`config.mk`:
```
export PLATFORM = sky130hd
export DESIGN_NAME = trs_sequencer
export DESIGN_NICKNAME = d
export VERILOG_FILES = /design/src/hdl/trs_pkg.sv /design/src/hdl/trs_sequencer.sv /design/src/hdl/trs_pin_sync.sv /design/src/hdl/trs_delay.sv
export SDC_FILE = /design/constraint.sdc
export NUM_CORES = 1
export LEC_CHECK = 0
export CAP_MARGIN = 5
export CELL_PAD_IN_SITES_DETAIL_PLACEMENT = 2
export CELL_PAD_IN_SITES_GLOBAL_PLACEMENT = 2
export CORE_ASPECT_RATIO = 0.7
export CORE_UTILIZATION = 42
export DETAILED_ROUTE_END_ITERATION = 7
export DONT_BUFFER_PORTS = 1
export PLACE_DENSITY = 0.82
export SYNTH_ARGS = -nofsm -noshare
export SYNTH_HDL_FRONTEND = slang
export SYNTH_SLANG_ARGS = --single-unit
```
`constraint.sdc`:
```
create_clock -name clk -period 2.55 [get_ports clk]
set_input_delay 0.1275 -clock clk [delete_from_list [all_inputs] [get_ports clk]]
set_output_delay 0.1275 -clock clk [all_outputs]
set_load 0.005 [all_outputs]
```
`src/hdl/trs_pkg.sv`:
```
package trs_pkg;

   // Register byte offsets
   localparam logic [7:0] TRS_OFF_CTRL = 8'h00;
   localparam logic [7:0] TRS_OFF_BURST = 8'h04;
   localparam logic [7:0] TRS_OFF_DELAY = 8'h08;
   localparam logic [7:0] TRS_OFF_STATUS = 8'h0C;
   localparam logic [7:0] TRS_OFF_CMD = 8'h10;

   // Control field positions
   localparam int TRS_CTRL_MODE_LSB = 0;
   localparam int TRS_CTRL_POL_BIT = 2;
   localparam int TRS_CTRL_RUN_BIT = 3;

   // Status field positions
   localparam int TRS_ST_PLAY_BIT = 0;
   localparam int TRS_ST_WAIT_BIT = 1;
   localparam int TRS_ST_MISS_BIT = 2;
   localparam int TRS_ST_LEFT_LSB = 16;

   // Command field positions
   localparam int TRS_CMD_TRIG_BIT = 0;

   // Mode encodings in the control register
   localparam logic [1:0] TRS_MODE_CONT = 2'h0;
   localparam logic [1:0] TRS_MODE_SINGLE = 2'h1;
   localparam logic [1:0] TRS_MODE_BURST = 2'h2;
   localparam logic [1:0] TRS_MODE_GATED = 2'h3;

   // Burst limits and reset values
   localparam int TRS_BURST_W = 13;
   localparam logic [12:0] TRS_BURST_MAX = 13'h1000;
   localparam logic [12:0] TRS_BURST_RST = 13'h0001;
   localparam logic [31:0] TRS_DELAY_RST = 32'h0000_0000;

   // Trigger path timing
   localparam int TRS_PIPE_CLKS = 5;
   // Analog part of the latency; outside this logic, kept for software
   localparam int TRS_FIXED_NS = 35;
   localparam int TRS_SYNC_FF = 3;

   // Software control word
   typedef struct packed {
      logic run;
      logic pol;
      logic [1:0] mode;
   } trs_ctrl_t;

   // Playback handshake towards the waveform engine
   typedef struct packed {
      logic start;
      logic active;
   } trs_play_t;

   // Sequencer states, one-hot
   typedef enum logic [2:0] {
      TRS_IDLE = 3'h1,
      TRS_WAIT = 3'h2,
      TRS_PLAY = 3'h4
   } trs_state_t;

endpackage

```
`src/hdl/trs_sequencer.sv`:
```
// Functional notes
// - single mode plays one pass per trigger
// - single mode drops triggers during a pass
// - burst plays programmed number of passes
// - burst count holds up to 4096
// - burst ignores triggers until passes done
// - gated starts on gate active edge
// - gated stops at end of current pass
// - delay steps by one sample clock
// - fixed five-clock pipeline even at zero delay
// - minimum latency constant for a given rate
// - triggers from pushbutton, external pin or host
//
// Added by the designer: the plain strobed port and the address map.
`timescale 1ns/1ps
module trs_sequencer (
   input wire logic clk,
   input wire logic resetn,
   input wire logic [7:0] addr,
   input wire logic [31:0] wdata,
   input wire logic wr,
   input wire logic rd,
   output logic [31:0] rdata,
   input wire logic button_pin,
   input wire logic ext_trig_pin,
   input wire logic pass_done,
   output trs_pkg::trs_play_t play
);

   trs_pkg::trs_ctrl_t ctrl_q; // Mode, polarity, run
   logic [12:0] burst_q; // Passes per burst trigger
   logic [31:0] delay_q; // Trigger delay in sample clocks
   logic miss_q; // A trigger was ignored, sticky
   logic host_trig_q; // Trigger from a remote command
   logic [12:0] left_q; // Passes still to play
   logic start_q; // Pass start pulse
   logic [31:0] rdata_q; // Read data, one cycle after strobe
   trs_pkg::trs_state_t st_q; // Sequencer state
   trs_pkg::trs_state_t st_d;

   // Write decode
   wire wr_ctrl = wr && (addr == trs_pkg::TRS_OFF_CTRL);
   wire wr_burst = wr && (addr == trs_pkg::TRS_OFF_BURST);
   wire wr_delay = wr && (addr == trs_pkg::TRS_OFF_DELAY);
   wire wr_status = wr && (addr == trs_pkg::TRS_OFF_STATUS);
   wire wr_cmd = wr && (addr == trs_pkg::TRS_OFF_CMD);

   // Pin conditioning: bit 0 button, bit 1 external trigger
   logic [1:0] pin_lvl;
   logic [1:0] pin_rise;
   logic [1:0] pin_fall;

   trs_pin_sync #(
      .W(2)
   ) u_sync (
      .clk(clk),
      .resetn(resetn),
      .pin({ext_trig_pin, button_pin}),
      .level(pin_lvl),
      .rise(pin_rise),
      .fall(pin_fall)
   );

   // Mode selection
   wire mode_cont = ctrl_q.mode == trs_pkg::TRS_MODE_CONT;
   wire mode_single = ctrl_q.mode == trs_pkg::TRS_MODE_SINGLE;
   wire mode_burst = ctrl_q.mode == trs_pkg::TRS_MODE_BURST;
   wire mode_gated = ctrl_q.mode == trs_pkg::TRS_MODE_GATED;

   // External edge per polarity; negative polarity uses falling edge
   wire ext_edge = ctrl_q.pol ? pin_fall[1] : pin_rise[1];
   // Gate level, active per the same polarity
   wire gate_act = pin_lvl[1] ^ ctrl_q.pol;

   wire trig_any = pin_rise[0] || ext_edge || host_trig_q;
   // in gated mode only the gate active edge starts
   wire trig_in = mode_gated ? ext_edge : trig_any;
   // Continuous mode never uses triggers
   wire trig_used = ctrl_q.run && !mode_cont && trig_in;
   wire in_idle = st_q == trs_pkg::TRS_IDLE;
   wire in_wait = st_q == trs_pkg::TRS_WAIT;
   wire in_play = st_q == trs_pkg::TRS_PLAY;
   wire trig_acc = trig_used && in_idle;
   // triggers while busy are dropped, only flagged
   wire trig_drop = trig_used && !in_idle;

   // End of a pass and the decision to play another
   wire pass_end = in_play && pass_done && ctrl_q.run;
   wire more_burst = mode_burst && (left_q > 13'h0001);
   // gated repeats only while the gate is still active
   wire more_gate = mode_gated && gate_act;
   wire again = mode_cont || more_burst || more_gate;

   // Delay counter and fixed pipeline
   logic dly_busy;
   logic dly_fire;
   wire dly_clear = !ctrl_q.run;

   trs_delay #(
      .PIPE(trs_pkg::TRS_PIPE_CLKS)
   ) u_delay (
      .clk(clk),
      .resetn(resetn),
      .load(trig_acc),
      .clear(dly_clear),
      .value(delay_q),
      .busy(dly_busy),
      .fire(dly_fire)
   );

   // Burst clamp: zero becomes one, above the limit becomes the limit
   wire burst_big = wdata > {19'h00000, trs_pkg::TRS_BURST_MAX};
   wire burst_zero = wdata == 32'h0000_0000;
   wire [12:0] burst_wr = burst_big ? trs_pkg::TRS_BURST_MAX :
      burst_zero ? 13'h0001 : wdata[12:0];

   // Software registers
   always_ff @(posedge clk or negedge resetn) begin
      if (!resetn) begin
         ctrl_q <= '0;
         burst_q <= trs_pkg::TRS_BURST_RST;
         delay_q <= trs_pkg::TRS_DELAY_RST;
         host_trig_q <= 1'b0;
      end else begin
         if (wr_ctrl) begin
            ctrl_q <= wdata[trs_pkg::TRS_CTRL_RUN_BIT:0];
         end
         if (wr_burst) begin
            burst_q <= burst_wr;
         end
         if (wr_delay) begin
            delay_q <= wdata;
         end
         host_trig_q <= wr_cmd && wdata[trs_pkg::TRS_CMD_TRIG_BIT];
      end
   end

   // Sticky miss flag; a new drop beats a clear in the same cycle
   always_ff @(posedge clk or negedge resetn) begin
      if (!resetn) begin
         miss_q <= 1'b0;
      end else if (trig_drop) begin
         miss_q <= 1'b1;
      end else if (wr_status && wdata[trs_pkg::TRS_ST_MISS_BIT]) begin
         miss_q <= 1'b0;
      end
   end

   // Next state
   always_comb begin
      st_d = st_q;
      case (st_q)
         trs_pkg::TRS_IDLE: begin
            if (ctrl_q.run && mode_cont) begin
               st_d = trs_pkg::TRS_PLAY;
            end else if (trig_acc) begin
               st_d = trs_pkg::TRS_WAIT;
            end
         end
         trs_pkg::TRS_WAIT: begin
            if (!ctrl_q.run) begin
               st_d = trs_pkg::TRS_IDLE;
            end else if (dly_fire) begin
               st_d = trs_pkg::TRS_PLAY;
            end
         end
         trs_pkg::TRS_PLAY: begin
            if (!ctrl_q.run) begin
               st_d = trs_pkg::TRS_IDLE;
            end else if (pass_end && !again) begin
               // single mode halts after one pass
               st_d = trs_pkg::TRS_IDLE;
            end
         end
         default: begin
            st_d = trs_pkg::TRS_IDLE;
         end
      endcase
   end

   // State, pass counter and start pulse
   always_ff @(posedge clk or negedge resetn) begin
      if (!resetn) begin
         st_q <= trs_pkg::TRS_IDLE;
         left_q <= 13'h0000;
         start_q <= 1'b0;
      end else begin
         st_q <= st_d;
         start_q <= 1'b0;
         if (in_idle && ctrl_q.run && mode_cont) begin
            start_q <= 1'b1;
         end else if (in_wait && ctrl_q.run && dly_fire) begin
            left_q <= mode_burst ? burst_q : 13'h0001;
            start_q <= 1'b1;
         end else if (pass_end && again) begin
            // only the pass counter or a write to the control register ends a burst
            if (mode_burst) begin
               left_q <= left_q - 13'h0001;
            end
            start_q <= 1'b1;
         end else if (pass_end) begin
            left_q <= 13'h0000;
         end
      end
   end

   // Read mux; unmapped and write-only offsets read zero
   wire [31:0] st_word = {3'h0, left_q, 13'h0000, miss_q, in_wait,
      in_play};
   wire [31:0] rd_mux =
      (addr == trs_pkg::TRS_OFF_CTRL) ? {28'h0000000, ctrl_q} :
      (addr == trs_pkg::TRS_OFF_BURST) ? {19'h00000, burst_q} :
      (addr == trs_pkg::TRS_OFF_DELAY) ? delay_q :
      (addr == trs_pkg::TRS_OFF_STATUS) ? st_word : 32'h0000_0000;

   // Read data stand only in the cycle after the strobe
   always_ff @(posedge clk or negedge resetn) begin
      if (!resetn) begin
         rdata_q <= 32'h0000_0000;
      end else begin
         rdata_q <= rd ? rd_mux : 32'h0000_0000;
      end
   end

   assign rdata = rdata_q;
   assign play.start = start_q;
   assign play.active = in_play;
endmodule

```
`src/hdl/trs_pin_sync.sv`:
```
`timescale 1ns/1ps
module trs_pin_sync #(
   parameter int W = 2
) (
   input wire logic clk,
   input wire logic resetn,
   input wire logic [W-1:0] pin,
   output logic [W-1:0] level,
   output logic [W-1:0] rise,
   output logic [W-1:0] fall
);

   // Three stages per pin; a change counts once stages two and three agree
   genvar i;
   generate
      for (i = 0; i < W; i = i + 1) begin : g_bit
         logic s1_q;
         logic s2_q;
         logic s3_q;
         logic lvl_q;
         logic rise_q;
         logic fall_q;
         wire agree = (s2_q == s3_q);
         wire change = agree && (s3_q != lvl_q);

         // Stage one is read only by stage two
         always_ff @(posedge clk or negedge resetn) begin
            if (!resetn) begin
               s1_q <= 1'b0;
               s2_q <= 1'b0;
               s3_q <= 1'b0;
            end else begin
               s1_q <= pin[i];
               s2_q <= s1_q;
               s3_q <= s2_q;
            end
         end

         // Filtered level and its edges, one-cycle pulses
         always_ff @(posedge clk or negedge resetn) begin
            if (!resetn) begin
               lvl_q <= 1'b0;
               rise_q <= 1'b0;
               fall_q <= 1'b0;
            end else begin
               if (change) begin
                  lvl_q <= s3_q;
               end
               rise_q <= change && s3_q;
               fall_q <= change && !s3_q;
            end
         end

         assign level[i] = lvl_q;
         assign rise[i] = rise_q;
         assign fall[i] = fall_q;
      end
   endgenerate

endmodule

```
`src/hdl/trs_delay.sv`:
```
`timescale 1ns/1ps
module trs_delay #(
   parameter int PIPE = trs_pkg::TRS_PIPE_CLKS
) (
   input wire logic clk,
   input wire logic resetn,
   input wire logic load,
   input wire logic clear,
   input wire logic [31:0] value,
   output logic busy,
   output logic fire
);

   logic [31:0] cnt_q; // Remaining sample clocks
   logic busy_q; // Counting down
   logic [PIPE-1:0] pipe_q; // Fixed pipeline, never bypassed
   wire expire = busy_q && (cnt_q == 32'h0000_0000);

   always_ff @(posedge clk or negedge resetn) begin
      if (!resetn) begin
         cnt_q <= 32'h0000_0000;
         busy_q <= 1'b0;
      end else if (clear) begin
         busy_q <= 1'b0;
      end else if (load) begin
         cnt_q <= value;
         busy_q <= 1'b1;
      end else if (expire) begin
         busy_q <= 1'b0;
      end else if (busy_q) begin
         cnt_q <= cnt_q - 32'h0000_0001;
      end
   end

   // same length on every trigger, so latency is constant
   always_ff @(posedge clk or negedge resetn) begin
      if (!resetn) begin
         pipe_q <= '0;
      end else if (clear) begin
         pipe_q <= '0;
      end else begin
         pipe_q <= {pipe_q[PIPE-2:0], expire};
      end
   end

   assign busy = busy_q || (pipe_q != '0);
   assign fire = pipe_q[PIPE-1];
endmodule

```
==> key figures <==
CTS
  • Bufs on Longest Clock Path: 2
  • Root buf cell: clkbuf_16
  • Clock sinks: 149
  • TritonCTS Buffers: 17
  • CTS clk-pin slew, worst paths: 0.07 ns
  • CTS tree: built
  • Hold buffer count at cts: 39
  • H-tree Lvls: 4
  • Clk_lat worst skew: 0.44 ns

Detailed routing
  • DR iter-0 viols: 472
  • Via density: 6.23
  • Wire per inst: 27.9 microns
  • Routed WL: 26500 microns
  • DRT antenna net count: 0
  • Remaining DRCs: 0
  • Detailed Routing Iterations Pass 1: 5
  • Routed vias: 5900

Floorplanning
  • Die Y: 111 microns
  • Core Box Area: 16400 sq um
  • Die Wd: 157 microns
  • # rows: 39
  • Starting density of the core: 43.2%
  • Die Footprint: 17400 sq um
  • # IOs: 81

Synth
  • Top cell type's share of synthesized area: 51.9%
  • Post-synthesis average cell area: 11.0 sq um
  • Number of synthesized flops with an enable pin: 0
  • Cell area after synthesis: 7080 sq um
  • Fraction of registers with async set or reset after synthesis: 100%
  • Count leader, synth: dfrtp_1
  • Dominant synthesized flop cell: dfrtp_1
  • Mapped Cells: 642
  • Net Count, Synth: 693
  • Synth top cells by count: dfrtp_1 (147), nor2_1 (61), nand2_1 (34)
  • Synth area leaders: dfrtp_1 (52%), mux2_2 (4.5%), nor2_1 (3.2%)
  • Distinct cells, synth: 73
  • Seq cells post-synth: 149
  • Sequential fraction of the synthesis area: 52.7%
  • Leading area contributor after synthesis: dfrtp_1
  • Synth Warn #: 0

Timing
  • Total Neg Setup Slack: 0 ns
  • Clock Skews: 0.00927 ns
  • Period minus WS final: 2.51 ns
  • Fin. Hold Viols: 149
  • Fmax: 398 MHz
  • Tcrit/Tclk final: 98.4%
  • Max transition margin: 44.2%
  • Hold slack final: -0.616 ns
  • Fin. max-slew vios: 0
  • Final Setup Violations: 0
  • Slew @ Worst Pin: 0.830 ns

Place
  • Placed Cells: 869
  • GPL Wtd Cong: 0.844
  • DP Area: 7500 sq um
  • Port Buffers: 0
  • DP HPWL: 16500 microns

Final layout
  • Sequential Area: 3730 sq um
  • Area added between synthesis and finish: 21.5%
  • Number of fill cells: 1589
  • Multi-input gate area: 3230 sq um
  • # diodes: 0
  • Nets: 760
  • Fin cells: 947
  • End-of-flow core utilization: 52.5%
  • Layout cells sized above 1: 19.4%
  • Final instance area: 8610 sq um

GRT
  • Number of global-route vias before repair: 6661
  • Largest net degree at the start of global routing: 150
  • Global route overflow: 0
  • Tot GR Track Use: 32.2%
  • Initial antenna violation count: 1
  • First-pass GRT wire length: 41100 microns

Worst setup path
  • Crit path DAT: 2.85 ns
  • Worst reg2reg setup slack: 0.04 ns
  • Crit-path slowest cell: or4b_4
  • Crit path largest cell delay: 0.51 ns
  • CP required: 2.89 ns
  • CP Capture Type: flip-flop
  • CP Cell Sequence: inv_2 > ha_2 > or4b_4 > nor3_4 > o31ai_4 > buf_4 > or4_4 > a31oi_1
  • CP Launch Type: flip-flop
  • Worst-path fanout max: 7
  • Crit Path Class: reg -> reg

Pwr
  • Leakage: 3.89 nW
  • Power Total: 5.70 mW
  • Worst vdd rail ir drop: 0.397 mV
  • Pwr Density: 662 nW/um^2

Flow run
  • Max Cap Viol: 0

Worst hold path
  • Hold Path Class: in -> async

Run status
  • Run status: finished, violations left
  • Violated checks: negative hold slack
[registers in the layout, indices dropped and copies added, names as in the netlist]
name,cells
u_delay.busy_q,1
u_delay.cnt_q,32
u_sync.g_bit.s3_q,2
u_sync.g_bit.rise_q,2
st_q,3
rdata,32
start_q,1
host_trig_q,1
miss_q,1
u_sync.g_bit.s1_q,2
u_sync.g_bit.fall_q,1
u_delay.pipe_q,5
u_sync.g_bit.s2_q,2
burst_q,13
delay_q,32
u_sync.g_bit.lvl_q,2
ctrl_q,4
left_q,13
[critical path: cells and delay by family, from the launching register on]
kind / cells / cell delay [ns]
AND/OR/NAND/NOR: 3 / 1.26
flip-flops: 1 / 0.41
AO/OA/AOI/OAI: 2 / 0.31
buffers and inverters: 2 / 0.25
adder cells (fa/ha/maj): 1 / 0.18
[placed cells by master (no fill, tap or decap), drive strengths merged, types with 16 or more instances in the layout]
master	count
o21ai	32
nor4	19
a31oi	26
dfrtp	147
nand2	35
clkbuf	17
a22oi	28
and2	17
buf	42
or3	18
mux2	40
dlygate4sd3	39
o31ai	16
nor2	63
or4	20
[through the flow]
stage / hold WS, ns / worst slack, ns
3_5_place_dp: -0.165 / -0.0387
5_1_grt: -0.634 / -0.0463
4_1_cts: -0.631 / 0.0141
2_1_floorplan: -0.168 / 0.320
6_report: -0.616 / 0.0398
3_3_place_gp: -0.162 / 0.138
[cells by family (layout without fill, tap and decap cells)]
logic type               Yosys count  count (layout)  share of synthesized area (%)
AND/OR/NAND/NOR                  237             237                           19.4
AO/OA/AOI/OAI                    163             163                           17.0
flip-flops                       149             149                           52.7
multiplexers                      41              41                           6.50
buffers and inverters             40             120                           2.63
XOR/XNOR                           7               7                          0.866
adder cells (fa/ha/maj)            5               5                          0.848
[metal layers]
layer	up-vias	GRT usage [%]	wire, microns
met2	207	51.2	12600
li1	2559	-	-
met4	2	11.2	753
met1	3075	43.2	11700
met3	57	7.14	1440
met5	-	0	13
[where the power goes]
group          switching (mW)  internal, mW
Clock                    1.14          1.57
Combinational           0.307         0.196
Sequential             0.0693          2.42
[path summary, 6_finish.rpt]
path	startpoint	end	cells after the start
hold / removal	resetn	rdata[31]	0
setup reg to reg	u_delay.cnt_q[0]	u_delay.cnt_q[12]	8
setup / recovery	u_delay.cnt_q[0]	u_delay.cnt_q[12]	8
hold reg to reg	u_sync.g_bit[1].s1_q	u_sync.g_bit[1].s2_q	0
max in group asynchronous	resetn	burst_q[0]	0
min in group clk	wr	ctrl_q[3]	2
[layout make-up]
class | instances | share of cell area, %
repair buffers | 81 | 8.35
inverters | 7 | 0.305
well taps | 225 | 3.27
flip-flops and latches | 149 | 43.4
clock inverters | 15 | 2.27
clock buffers | 17 | 4.94
multi-input cells | 453 | 37.5
[repair_timing]
item,4_1_cts,5_1_grt
buffers inserted,2,5
endpoints found under the hold margin,207,149
pin swaps,1,4
gates resized for setup,3,8
setup endpoints to repair,7,14
Power figures use the tool's default switching activity.
